===== src/hdl/cmr_pkg.sv =====
// shared constants and helpers for the message RAM configuration block
package cmr_pkg;
    // register byte offsets on the Avalon-MM slave
    localparam logic [7:0] CMR_OFS_CORE_CTRL   = 8'h18;
    localparam logic [7:0] CMR_OFS_RX_BUF_SA   = 8'hAC;
    localparam logic [7:0] CMR_OFS_RX_FIFO1    = 8'hB0;
    localparam logic [7:0] CMR_OFS_RX_ELEM_SZ  = 8'hBC;
    localparam logic [7:0] CMR_OFS_TX_BUF_CFG  = 8'hC0;
    localparam logic [7:0] CMR_OFS_TX_FQ_STAT  = 8'hC4;
    localparam logic [7:0] CMR_OFS_TX_ELEM_SZ  = 8'hC8;

    // core control bits
    localparam int CMR_INIT_BIT = 0;
    localparam int CMR_CHGEN_BIT = 1;

    // tx buffer config fields
    localparam int CMR_TXCFG_QMODE_BIT = 30;
    localparam int CMR_TXCFG_FQS_LSB   = 24;
    localparam int CMR_TXCFG_CNT_LSB   = 16;
    localparam logic [31:0] CMR_TXCFG_MASK = 32'h7F3F_FFFC;
    // start address fields keep word addresses only; element size keeps its 3-bit code
    localparam logic [31:0] CMR_SA_MASK    = 32'h0000_FFFC;
    localparam logic [31:0] CMR_RXF1_MASK  = 32'hFFFF_FFFC;
    localparam logic [31:0] CMR_ESZ_MASK   = 32'h0000_0007;

    // tx fifo status fields
    localparam int CMR_STAT_FULL_BIT = 21;
    localparam int CMR_STAT_PUT_LSB  = 16;
    localparam int CMR_STAT_GET_LSB  = 8;

    // reset values
    localparam logic [31:0] CMR_REG_RST  = 32'h0000_0000;
    localparam logic [1:0]  CMR_CTRL_RST = 2'h0;

    // element data size code to byte count
    function automatic logic [6:0] cmr_size_bytes(input logic [2:0] code);
        case (code)
            3'h0:    cmr_size_bytes = 7'h08;
            3'h1:    cmr_size_bytes = 7'h0C;
            3'h2:    cmr_size_bytes = 7'h10;
            3'h3:    cmr_size_bytes = 7'h14;
            3'h4:    cmr_size_bytes = 7'h18;
            3'h5:    cmr_size_bytes = 7'h20;
            3'h6:    cmr_size_bytes = 7'h30;
            default: cmr_size_bytes = 7'h40;
        endcase
    endfunction
endpackage


===== src/hdl/cmr_txq_if.sv =====
// carrier between the register block and the tx fifo/queue tracker
`timescale 1ns/1ps
`default_nettype none
interface cmr_txq_if;
    logic       queue_mode;
    logic [5:0] fq_size;
    logic       flush;
    logic       add_req;
    logic       done;
    logic [4:0] put_idx;
    logic [4:0] get_idx;
    logic [5:0] free_lvl;
    logic       full;

    modport cfg (output queue_mode, fq_size, flush, add_req, done,
                 input  put_idx, get_idx, free_lvl, full);
    modport txq (input  queue_mode, fq_size, flush, add_req, done,
                 output put_idx, get_idx, free_lvl, full);
endinterface
`default_nettype wire


===== src/hdl/cmr_msgram_cfg.sv =====
// message RAM configuration and tx fifo/queue status with Avalon-MM access
// Notes on behaviour
// RQ1: start addresses are word addresses, low bits zero
// RQ2: rx buffer start address, 16 bits, reset zero
// RQ3: config writes need both change-enable and init
// RQ4: rx data beyond configured size is dropped
// RQ5: size code 0..7 means 8..64 bytes
// RQ6: software keeps fifo size plus buffers <= 32
// RQ7: dedicated tx buffers come before fifo elements
// RQ8: tx buffer config field layout, reset zero
// RQ9: status bit 21 shows fifo/queue full
// RQ10: put index at bits 20:16, 0..31
// RQ11: get index at 12:8, zero in queue mode
// RQ12: free level at 5:0, zero in queue mode
// RQ13: tx element size is write-restricted, 8..64 bytes
// RQ14: put and get advance modulo fifo size
`timescale 1ns/1ps
`default_nettype none
module cmr_msgram_cfg (
    input  wire logic        sys_clk_i,
    input  wire logic        rst_i,
    input  wire logic [7:0]  avs_address_i,
    input  wire logic        avs_read_i,
    input  wire logic        avs_write_i,
    input  wire logic [31:0] avs_writedata_i,
    input  wire logic [3:0]  avs_byteenable_i,
    output logic      [31:0] avs_readdata_o,
    output logic             avs_waitrequest_o,
    input  wire logic        tx_add_req_i,
    input  wire logic        tx_done_i,
    input  wire logic [6:0]  rx_frame_bytes_i,
    output logic      [6:0]  rx_store_bytes_o,
    output logic      [6:0]  tx_elem_bytes_o,
    output logic      [15:0] rx_buf_start_o,
    output logic      [15:0] tx_buf_start_o,
    output logic      [5:0]  tx_put_elem_o,
    output logic             tx_full_o
);
    import cmr_pkg::*;

    cmr_txq_if txq_bus ();

    cmr_txq u_txq (
        .sys_clk_i (sys_clk_i),
        .rst_i     (rst_i),
        .q         (txq_bus.txq)
    );

    // register state
    logic [1:0]  ctrl_ff,  nxt_ctrl;
    logic [31:0] rxsa_ff,  nxt_rxsa;
    logic [31:0] rxf1_ff,  nxt_rxf1;
    logic [31:0] rxesz_ff, nxt_rxesz;
    logic [31:0] txcfg_ff, nxt_txcfg;
    logic [31:0] txesz_ff, nxt_txesz;
    // bus handshake state
    logic        wreq_ff,  nxt_wreq;
    logic [31:0] rdata_ff, nxt_rdata;
    // registered side outputs
    logic [6:0]  rxst_ff,  nxt_rxst;
    logic [6:0]  txeb_ff,  nxt_txeb;
    logic [5:0]  pelem_ff, nxt_pelem;
    logic        full_ff,  nxt_full;

    logic        unlocked;
    logic        wr_take;
    logic        rd_take;
    logic [31:0] stat_word;
    logic [31:0] be_mask;
    logic [6:0]  rx_limit;

    // byte lanes to bit mask
    always_comb begin
        for (int i = 0; i < 4; i++) begin
            be_mask[i*8 +: 8] = {8{avs_byteenable_i[i]}};
        end
    end

    // merge write data under byte enables and a writable-bit mask
    function automatic logic [31:0] merge(input logic [31:0] old,
                                          input logic [31:0] wd,
                                          input logic [31:0] be,
                                          input logic [31:0] msk);
        merge = ((old & ~(be & msk)) | (wd & be & msk));
    endfunction

    // status word; get and free read zero in queue mode
    always_comb begin
        stat_word = 32'h0000_0000;
        stat_word[CMR_STAT_FULL_BIT]                = txq_bus.full;    // see RQ9
        stat_word[CMR_STAT_PUT_LSB +: 5]            = txq_bus.put_idx; // see RQ10
        if (!txcfg_ff[CMR_TXCFG_QMODE_BIT]) begin
            stat_word[CMR_STAT_GET_LSB +: 5] = txq_bus.get_idx;        // see RQ11
            stat_word[5:0]                   = txq_bus.free_lvl;       // see RQ12
        end
    end

    // one wait cycle per access: request seen with wait high drops it next edge
    always_comb begin
        rd_take   = avs_read_i && wreq_ff;
        wr_take   = avs_write_i && !wreq_ff;
        nxt_wreq  = !((avs_read_i || avs_write_i) && wreq_ff);
        nxt_rdata = rdata_ff;
        if (rd_take) begin
            case (avs_address_i)
                CMR_OFS_CORE_CTRL:  nxt_rdata = {30'h0, ctrl_ff};
                CMR_OFS_RX_BUF_SA:  nxt_rdata = rxsa_ff;   // see RQ1
                CMR_OFS_RX_FIFO1:   nxt_rdata = rxf1_ff;
                CMR_OFS_RX_ELEM_SZ: nxt_rdata = rxesz_ff;
                CMR_OFS_TX_BUF_CFG: nxt_rdata = txcfg_ff;
                CMR_OFS_TX_FQ_STAT: nxt_rdata = stat_word;
                CMR_OFS_TX_ELEM_SZ: nxt_rdata = txesz_ff;
                default:            nxt_rdata = 32'h0000_0000; // unmapped reads zero
            endcase
        end
    end

    always_ff @(posedge sys_clk_i) begin
        if (rst_i) begin
            wreq_ff  <= 1'b1;
            rdata_ff <= CMR_REG_RST;
        end else begin
            wreq_ff  <= nxt_wreq;
            rdata_ff <= nxt_rdata;
        end
    end

    // register writes; configuration only while init and change-enable are set
    always_comb begin
        unlocked  = ctrl_ff[CMR_INIT_BIT] && ctrl_ff[CMR_CHGEN_BIT]; // see RQ3
        nxt_ctrl  = ctrl_ff;
        nxt_rxsa  = rxsa_ff;
        nxt_rxf1  = rxf1_ff;
        nxt_rxesz = rxesz_ff;
        nxt_txcfg = txcfg_ff;
        nxt_txesz = txesz_ff;
        if (wr_take) begin
            if (avs_address_i == CMR_OFS_CORE_CTRL && avs_byteenable_i[0]) begin
                nxt_ctrl = avs_writedata_i[1:0];
                // change-enable cannot stand without init
                if (!avs_writedata_i[CMR_INIT_BIT])
                    nxt_ctrl[CMR_CHGEN_BIT] = 1'b0;
            end
            if (unlocked) begin
                case (avs_address_i)
                    CMR_OFS_RX_BUF_SA:  nxt_rxsa  = merge(rxsa_ff, avs_writedata_i,
                                                          be_mask, CMR_SA_MASK); // see RQ2
                    CMR_OFS_RX_FIFO1:   nxt_rxf1  = merge(rxf1_ff, avs_writedata_i,
                                                          be_mask, CMR_RXF1_MASK);
                    CMR_OFS_RX_ELEM_SZ: nxt_rxesz = merge(rxesz_ff, avs_writedata_i,
                                                          be_mask, CMR_ESZ_MASK);
                    CMR_OFS_TX_BUF_CFG: nxt_txcfg = merge(txcfg_ff, avs_writedata_i,
                                                          be_mask, CMR_TXCFG_MASK); // see RQ8
                    CMR_OFS_TX_ELEM_SZ: nxt_txesz = merge(txesz_ff, avs_writedata_i,
                                                          be_mask, CMR_ESZ_MASK); // see RQ13
                    default:            nxt_ctrl  = nxt_ctrl;
                endcase
            end
        end
    end

    always_ff @(posedge sys_clk_i) begin
        if (rst_i) begin
            ctrl_ff  <= CMR_CTRL_RST;
            rxsa_ff  <= CMR_REG_RST;
            rxf1_ff  <= CMR_REG_RST;
            rxesz_ff <= CMR_REG_RST;
            txcfg_ff <= CMR_REG_RST;
            txesz_ff <= CMR_REG_RST;
        end else begin
            ctrl_ff  <= nxt_ctrl;
            rxsa_ff  <= nxt_rxsa;
            rxf1_ff  <= nxt_rxf1;
            rxesz_ff <= nxt_rxesz;
            txcfg_ff <= nxt_txcfg;
            txesz_ff <= nxt_txesz;
        end
    end

    // tx tracker hookup; init holds it empty so a new config starts clean
    assign txq_bus.queue_mode = txcfg_ff[CMR_TXCFG_QMODE_BIT];
    assign txq_bus.fq_size    = txcfg_ff[CMR_TXCFG_FQS_LSB +: 6];
    assign txq_bus.flush      = ctrl_ff[CMR_INIT_BIT];
    assign txq_bus.add_req    = tx_add_req_i;
    assign txq_bus.done       = tx_done_i;

    // side outputs; fifo slots sit after the dedicated buffers
    always_comb begin
        rx_limit  = cmr_size_bytes(rxesz_ff[2:0]);                      // see RQ5
        nxt_rxst  = (rx_frame_bytes_i > rx_limit) ? rx_limit : rx_frame_bytes_i; // see RQ4
        nxt_txeb  = cmr_size_bytes(txesz_ff[2:0]);                      // see RQ13
        // no range check on the sum: software keeps it in bounds; see RQ6
        nxt_pelem = txcfg_ff[CMR_TXCFG_CNT_LSB +: 6] + {1'b0, txq_bus.put_idx}; // see RQ7
        nxt_full  = txq_bus.full;
    end

    always_ff @(posedge sys_clk_i) begin
        if (rst_i) begin
            rxst_ff  <= 7'h00;
            txeb_ff  <= 7'h00;
            pelem_ff <= 6'h00;
            full_ff  <= 1'b0;
        end else begin
            rxst_ff  <= nxt_rxst;
            txeb_ff  <= nxt_txeb;
            pelem_ff <= nxt_pelem;
            full_ff  <= nxt_full;
        end
    end

    // outputs straight from flops
    assign avs_readdata_o    = rdata_ff;
    assign avs_waitrequest_o = wreq_ff;
    assign rx_store_bytes_o  = rxst_ff;
    assign tx_elem_bytes_o   = txeb_ff;
    assign rx_buf_start_o    = rxsa_ff[15:0];
    assign tx_buf_start_o    = txcfg_ff[15:0];
    assign tx_put_elem_o     = pelem_ff;
    assign tx_full_o         = full_ff;
endmodule // cmr_msgram_cfg
`default_nettype wire


===== src/hdl/cmr_txq.sv =====
// tx fifo/queue put and get tracking
`timescale 1ns/1ps
`default_nettype none
module cmr_txq (
    input  wire logic sys_clk_i,
    input  wire logic rst_i,
    cmr_txq_if.txq    q
);
    import cmr_pkg::*;

    logic [4:0] put_ff, nxt_put;
    logic [4:0] get_ff, nxt_get;
    logic [5:0] fill_ff, nxt_fill;
    logic       full_c;
    logic       add_ok;
    logic       done_ok;

    // occupancy, wrap and acceptance of element events
    always_comb begin
        full_c   = (q.fq_size != 6'h00) && (fill_ff >= q.fq_size);
        add_ok   = q.add_req && !full_c;       // a full fifo drops the request
        done_ok  = q.done && (fill_ff != 6'h00);
        nxt_put  = put_ff;
        nxt_get  = get_ff;
        nxt_fill = fill_ff;
        if (q.flush) begin
            nxt_put  = 5'h00;
            nxt_get  = 5'h00;
            nxt_fill = 6'h00;
        end else begin
            // put index wraps at the configured size; see RQ14
            if (add_ok)
                nxt_put = ({1'b0, put_ff} + 6'h01 >= q.fq_size) ? 5'h00 : put_ff + 5'h01;
            if (done_ok)
                nxt_get = ({1'b0, get_ff} + 6'h01 >= q.fq_size) ? 5'h00 : get_ff + 5'h01;
            nxt_fill = fill_ff + {5'h00, add_ok} - {5'h00, done_ok};
        end
    end

    always_ff @(posedge sys_clk_i) begin
        if (rst_i) begin
            put_ff  <= 5'h00;
            get_ff  <= 5'h00;
            fill_ff <= 6'h00;
        end else begin
            put_ff  <= nxt_put;
            get_ff  <= nxt_get;
            fill_ff <= nxt_fill;
        end
    end

    // status toward the register block
    assign q.put_idx  = put_ff;                               // see RQ10
    assign q.get_idx  = get_ff;                               // see RQ11
    assign q.full     = full_c;                               // see RQ9
    assign q.free_lvl = full_c ? 6'h00 : q.fq_size - fill_ff; // see RQ12
endmodule // cmr_txq
`default_nettype wire


===== config.mk =====
export PLATFORM = sky130hd
export DESIGN_NAME = cmr_msgram_cfg
export DESIGN_NICKNAME = d
export VERILOG_FILES = /design/src/hdl/cmr_pkg.sv /design/src/hdl/cmr_txq_if.sv /design/src/hdl/cmr_msgram_cfg.sv /design/src/hdl/cmr_txq.sv
export SDC_FILE = /design/constraint.sdc
export NUM_CORES = 1
export LEC_CHECK = 0
export BUFFER_PORTS_ARGS = -buffer_cell sky130_fd_sc_hd__clkbuf_2
export CORE_ASPECT_RATIO = 0.9
export CORE_UTILIZATION = 45
export CTS_CLUSTER_SIZE = 20
export DETAILED_ROUTE_END_ITERATION = 6
export GPL_TIMING_DRIVEN = 0
export PLACE_DENSITY = 0.67
export SLEW_MARGIN = 10
export SYNTH_ARGS = -nofsm -noshare
export SYNTH_HDL_FRONTEND = slang
export SYNTH_SLANG_ARGS = --single-unit

===== constraint.sdc =====
create_clock -name sys_clk_i -period 4.1 [get_ports sys_clk_i]
set_clock_uncertainty 0.05 [all_clocks]
set_input_delay 0.615 -clock sys_clk_i [delete_from_list [all_inputs] [get_ports sys_clk_i]]
set_output_delay 0.615 -clock sys_clk_i [all_outputs]
set_load 0.03 [all_outputs]

==> results of run 1 <==
==> power groups by stage <==
stage	sequential, W	clock [W]	combinational (W)
4_1_cts	0.00147	0.00166	0.000557
3_3_place_gp	0.00150	0	0.000548
3_5_place_dp	0.00151	0	0.000549
5_1_grt	0.00148	0.00172	0.000632
6_report	0.00147	0.00164	0.000562
2_1_floorplan	0.00151	0	0.000399
==> synth_stat cells, types with 3 or more instances <==
cell,instances
nor2_1,89
o21ai_1,12
o22ai_1,3
mux2i_1,41
a221oi_1,5
and3_1,3
buf_1,4
xnor2_1,9
fa_1,3
nand3_1,73
a22o_1,3
nand3b_1,3
nand2b_1,3
a2bb2oi_1,7
a21oi_1,76
o21bai_1,3
inv_1,36
ha_1,38
or4b_1,3
nor2b_1,9
a21o_1,5
or2_2,3
buf_4,21
and2_1,10
o21ai_0,14
a22oi_1,34
clkbuf_1,29
dfxtp_1,147
nand2_1,95
nor3_1,5
xor2_1,10
buf_2,13
==> critical path, stage by stage, from the launching register on <==
cell	delay, ps
dfxtp_1	390
inv_1	110
ha_1	180
inv_1	60
fa_1	400
a21oi_1	200
nor2_1	70
o31a_1	250
o21ai_1	270
clkinv_1	310
ha_1	300
a21o_1	190
a21oi_1	230
o21bai_1	90
a21oi_1	170
xnor2_1	130
nor2_1	50
==> cell type report <==
cell class / instances / area [um2]
Timing Repair Buffer: 133 / 666
Fill cell: 1459 / 6770
Buffer: 67 / 347
Tap cell: 202 / 253
Sequential cell: 147 / 2940
Clock inverter: 12 / 151
Multi-Input combinational cell: 603 / 3760
Clock buffer: 20 / 467
Inverter: 37 / 139
==> layout by cell type (no fill, tap or decap), types with 34 or more instances in the layout <==
master,instances
a21oi_1,76
a22oi_1,34
clkbuf_2,133
dfxtp_1,147
ha_1,38
inv_1,36
mux2i_1,41
nand2_1,95
nand3_1,73
nor2_1,89
==> layer usage <==
metal / GRT usage [%] / wire length [um]
met1: 37.8 / 9920
met2: 39.5 / 9100
met3: 5.08 / 1660
met4: 8.71 / 296
met5: 0 / 0
==> how the worst max path moves through the flow <==
stage,start,to,slack [ps],cells after the start
floorplan,flip-flop,u_txq.fill_ff[5],1080,16
CTS,flip-flop,u_txq.fill_ff[5],520,16
detailed placement,flip-flop,u_txq.fill_ff[5],560,16
finish,flip-flop,u_txq.fill_ff[5],480,16
global placement,flip-flop,u_txq.fill_ff[5],630,16
global route,flip-flop,u_txq.fill_ff[4],260,18
==> metrics by stage <==
stage | power (W) | std cells | utilization [%] | cell area (um2)
floorplan | 0.00191 | 854 | - | 7190
global placement | 0.00205 | 1189 | 52.3 | 8110
detailed placement | 0.00205 | 1189 | 52.3 | 8110
CTS | 0.00369 | 1221 | 56.3 | 8730
global route | 0.00382 | 1221 | 56.3 | 8730
finish | 0.00367 | 1221 | 56.3 | 8730
==> cell families (layout without fill, tap and decap cells) <==
group                    count (synthesis)  count (layout)
buffers and inverters                  104             269
XOR/XNOR                                19              19
AND/OR/NAND/NOR                        315             315
other                                    1               6
adder cells (fa/ha/maj)                 41              41
multiplexers                            43              43
AO/OA/AOI/OAI                          179             179
flip-flops                             147             147
==> results.ini, run 1 <==
[status]
status = finished, final reports clean

[sta]
max_slew_margin_pct = 22.9
fin_crit_ps = 3620
finalHoldWorstSlack_ps = 360
fmax_ghz = 0.276
fin_ws_ps = 483
final.setup.tns_ps = 0
slew_violations = 0
hold_viol_final = 0
grt_setup_unrepaired = no
setup_viol = 0
worst_pin_slew_ps = 1160
finalCritPeriodShare_pct = 88.2

[setup_path]
path_max_fanout = 8
r2r_end = u_txq.fill_ff[5]
path_class = flip-flop to flip-flop
worst-endpoint-required_ps = 4340
cp-end-kind = flip-flop
r2r_cells = 16
r2r_slack_ps = 480
startpoint_type = flip-flop
cp.arrival_ps = 3860

[cells_and_area]
drive_gt1_share_pct = 20.6
diodes = 0
syn_to_final_growth_pct = 21.7
layout.nets = 1104

[logic_synthesis]
yosys-top-cells-area = dfxtp_1 41%, ha_1 6.6%, mux2i_1 5.7%
synth_top_family_by_area = simple AND/OR/NAND/NOR gates
synthSimpleGateAreaFrac_pct = 20.6
synth-compound-area-share_pct = 15.7
ys.flop_type = dfxtp_1
yosysTopAreaCell = dfxtp_1
yosysTopAreaCellShare_pct = 41.0
synthCells = 849
synth_fa_ha_area_share_pct = 7.47
async_flop_share_pct = 0
ys_ff_latch = 147
syn-mean-instance-area_um2 = 8.45
synth-edff-count = 0
synth.area.mux_share_pct = 6.04
synth-seq-area-share_pct = 41.0
ys_warn_count = 0
synthesis.area_um2 = 7170
synth_xor_xnor_area_share_pct = 2.32
synth_cell_types = 63

[grt]
grt-ovfl-total = 0
grt_max_degree = 17
grt_pass1_vias = 5954
antenna_found_initial = 0
grt_util_all_layers_pct = 26.3
grt_pass1_wl_um = 32400

[clock_network]
holdBufCountCts = 0
post_cts_resized = 0
clock-sinks = 147
cts_tree = done
cts_setup_buffers = 0
cts_root_buffer = clkbuf_16
h-tree-depth = 4
clkTransAtPathRegs_ps = 60
cts_buffers = 17
clock_latency_ps = 430
clock_path_buffers = 2

[route]
drt_wl_total_um = 21000
first_pass_iters = 5
wl_per_cell_um = 17.2
drt_iter0_drc = 587
drc = 0
viasPerCell = 5.44
drtAntennaViolNets = 0
vias = 6642

[flow_run]
drv_cap = 0

[power]
p_leak_nw = 3.78
switching_share_pct = 26.7
p_clk_share_pct = 44.6
switchingPower_w = 0.000982
internal_power_w = 0.00269
power_frac_seq_pct = 40.1
combPwrFrac_pct = 15.3
power.density_nw_per_um2 = 421
ir_drop_mv = 0.308

[die]
die_w_um = 135
core_area_um2 = 15500
start_util_pct = 46.3
rows = 43
dieArea_um2 = 16400
ios = 143
die_h_um = 122

[hold_path]
hp-class = primary input to flip-flop
min_to = avs_waitrequest_o
holdPathStages = 2
min_from = avs_read_i

[placed_design]
dp_slack_ps = 558
globalplace.congestion = 0.880
io_buffers = 133
post-dp-hpwl_um = 15700

No activity file was read; power rests on OpenSTA's default activity.
==> run 2: changes to the inputs <==
--- a/config.mk
+++ b/config.mk
@@ -10,7 +10,6 @@
 export CORE_UTILIZATION = 45
 export CTS_CLUSTER_SIZE = 20
 export DETAILED_ROUTE_END_ITERATION = 6
-export GPL_TIMING_DRIVEN = 0
 export PLACE_DENSITY = 0.67
 export SLEW_MARGIN = 10
 export SYNTH_ARGS = -nofsm -noshare
==> run 2 against run 1 <==
Critical path depth unchanged; non-clock buffer count down 53; clock-buffer cell count decreased by 3; first-iteration DRC count increased by 10%; sequential cell count unchanged; global-route usage decreased by 2.0 points; wire length shrank 9.7%; clock power about the same; highest routed layer unchanged.
==> results.ini, run 2 (same netlist as run 1, synthesis figures left out) <==
[status]
status = finished, final reports clean

[clock_network]
cts_buffers = 17
clkTransAtPathRegs_ps = 70
h-tree-depth = 4
cts_tree = done
cts_root_buffer = clkbuf_16
clock-sinks = 147
post_cts_resized = 0
clock_path_buffers = 2
clock_latency_ps = 430
cts_setup_buffers = 0
holdBufCountCts = 0

[power]
switching_share_pct = 27.1
internal_power_w = 0.00264
combPwrFrac_pct = 15.0
power.density_nw_per_um2 = 427
p_clk_share_pct = 44.4
power_frac_seq_pct = 40.6
ir_drop_mv = 0.313
switchingPower_w = 0.000983
p_leak_nw = 3.63

[placed_design]
post-dp-hpwl_um = 13700
dpl_cell_area_um2 = 7880
dp_slack_ps = 825
globalplace.congestion = 0.862
io_buffers = 136
dp.cells = 1136

[die]
start_util_pct = 46.3
dieArea_um2 = 16400
rows = 43
die_h_um = 122
core_area_um2 = 15500
ios = 143
die_w_um = 135

[grt]
grt_util_all_layers_pct = 24.3
grt_max_degree = 73
grt_pass1_wl_um = 30400
antenna_found_initial = 0
grt_pass1_vias = 5718
grt-ovfl-total = 0

[route]
vias = 6337
drc = 0
drt_wl_total_um = 18900
drt_iter0_drc = 648
wl_per_cell_um = 16.2
drtAntennaViolNets = 0
viasPerCell = 5.43
first_pass_iters = 5

[sta]
worst_pin_slew_ps = 880
final.setup.tns_ps = 0
max_slew_margin_pct = 41.1
setup_viol = 0
finalCritPeriodShare_pct = 81.3
hold_viol_final = 0
slew_violations = 0
grt_setup_unrepaired = no
fin_crit_ps = 3330
fin_ws_ps = 768
fmax_ghz = 0.300

[cells_and_area]
diodes = 0
layout_common_cells = 147 x dfxtp_1, 135 x clkbuf_2, 95 x nand2_1
multiInputGateArea_um2 = 3780
layout_commonest_cell = dfxtp_1
stdcell_count = 1168
fillers = 1469
fin_area_um2 = 8490
drive_gt1_share_pct = 19.9
layout.nets = 1051
final_util_pct = 54.8
syn_to_final_growth_pct = 18.4
seq_area_um2 = 2940

[setup_path]
startpoint_type = flip-flop
worst-endpoint-required_ps = 4360
cp.arrival_ps = 3600
r2r_slack_ps = 770
path_buf_inv = 3
cpPeakStageDelay_ps = 390
path_class = flip-flop to flip-flop
path_cells = inv_1 -> ha_1 -> inv_1 -> fa_1 -> a21oi_1 -> nor2_1 -> o31a_1 -> o21ai_1 -> clkinv_1 -> ha_1 -> a21o_1 -> a21oi_1 -> o21bai_1 -> a21oi_1 -> xnor2_1 -> nor2_1
cp-end-kind = flip-flop
cpLargestDelayFamily = compound AO/OA/AOI/OAI gates
path_max_fanout = 8
slowest_stage = fa_1
crit_top_cell = a21oi_1

[hold_path]
hp-class = primary input to flip-flop

[flow_run]
drv_cap = 0

-- run 2: cell count changes in the layout (fill, tap and decap cells not counted), sizes merged --
cell / change
clkinv: +1
buf: -26
clkbuf: -30
inv: +2
-- run 2: worst paths after layout --
| check | end | cells after the start | start |
|---|---|---|---|
| setup / recovery | u_txq.fill_ff[5] | 16 | flip-flop |
| hold / removal | rx_store_bytes_o[0] | 2 | rx_frame_bytes_i[0] |
| setup reg to reg | u_txq.fill_ff[5] | 16 | flip-flop |
| hold reg to reg | flip-flop | 2 | flip-flop |
-- run 2: stage by stage --
step / hold slack, ps / power [W]
CTS: 350 / 0.00366
global route: 366 / 0.00381
detailed placement: 395 / 0.00205
global placement: 392 / 0.00205
floorplan: 387 / 0.00191
finish: 366 / 0.00363
-- run 2: power groups by stage --
stage / combinational, W / sequential, W / clock (W)
after floorplan: 0.000399 / 0.00151 / 0
after global placement: 0.000542 / 0.00150 / 0
after detailed placement: 0.000542 / 0.00150 / 0
after CTS: 0.000546 / 0.00147 / 0.00164
after global routing: 0.000620 / 0.00148 / 0.00171
final: 0.000543 / 0.00147 / 0.00161
-- run 2: per-layer routing --
metal  up-vias  global-route usage (%)  wire length [um]
met2       202                    35.9              8300
met4         0                    6.04               195
met3        17                    5.78              1160
met1      2963                    35.3              9280
met5         -                       0                 0
li1       3155                       -                 -
-- run 2: layout make-up --
| cell class | count | share of cell area [%] |
|---|---|---|
| well taps | 202 | 2.98 |
| inverters | 37 | 1.64 |
| repair buffers | 147 | 9.02 |
| clock inverters | 15 | 2.14 |
| clock buffers | 17 | 5.01 |
| multi-input cells | 603 | 44.6 |
| flip-flops and latches | 147 | 34.7 |
-- run 2: worst reg2reg max path: stages, from the launching register on --
cell and delay (ps):
dfxtp_1 360, inv_1 90, ha_1 160, inv_1 50, fa_1 390, a21oi_1 180, nor2_1 70, o31a_1 250
o21ai_1 220, clkinv_1 270, ha_1 290, a21o_1 170, a21oi_1 210, o21bai_1 90, a21oi_1 180, xnor2_1 140
nor2_1 50
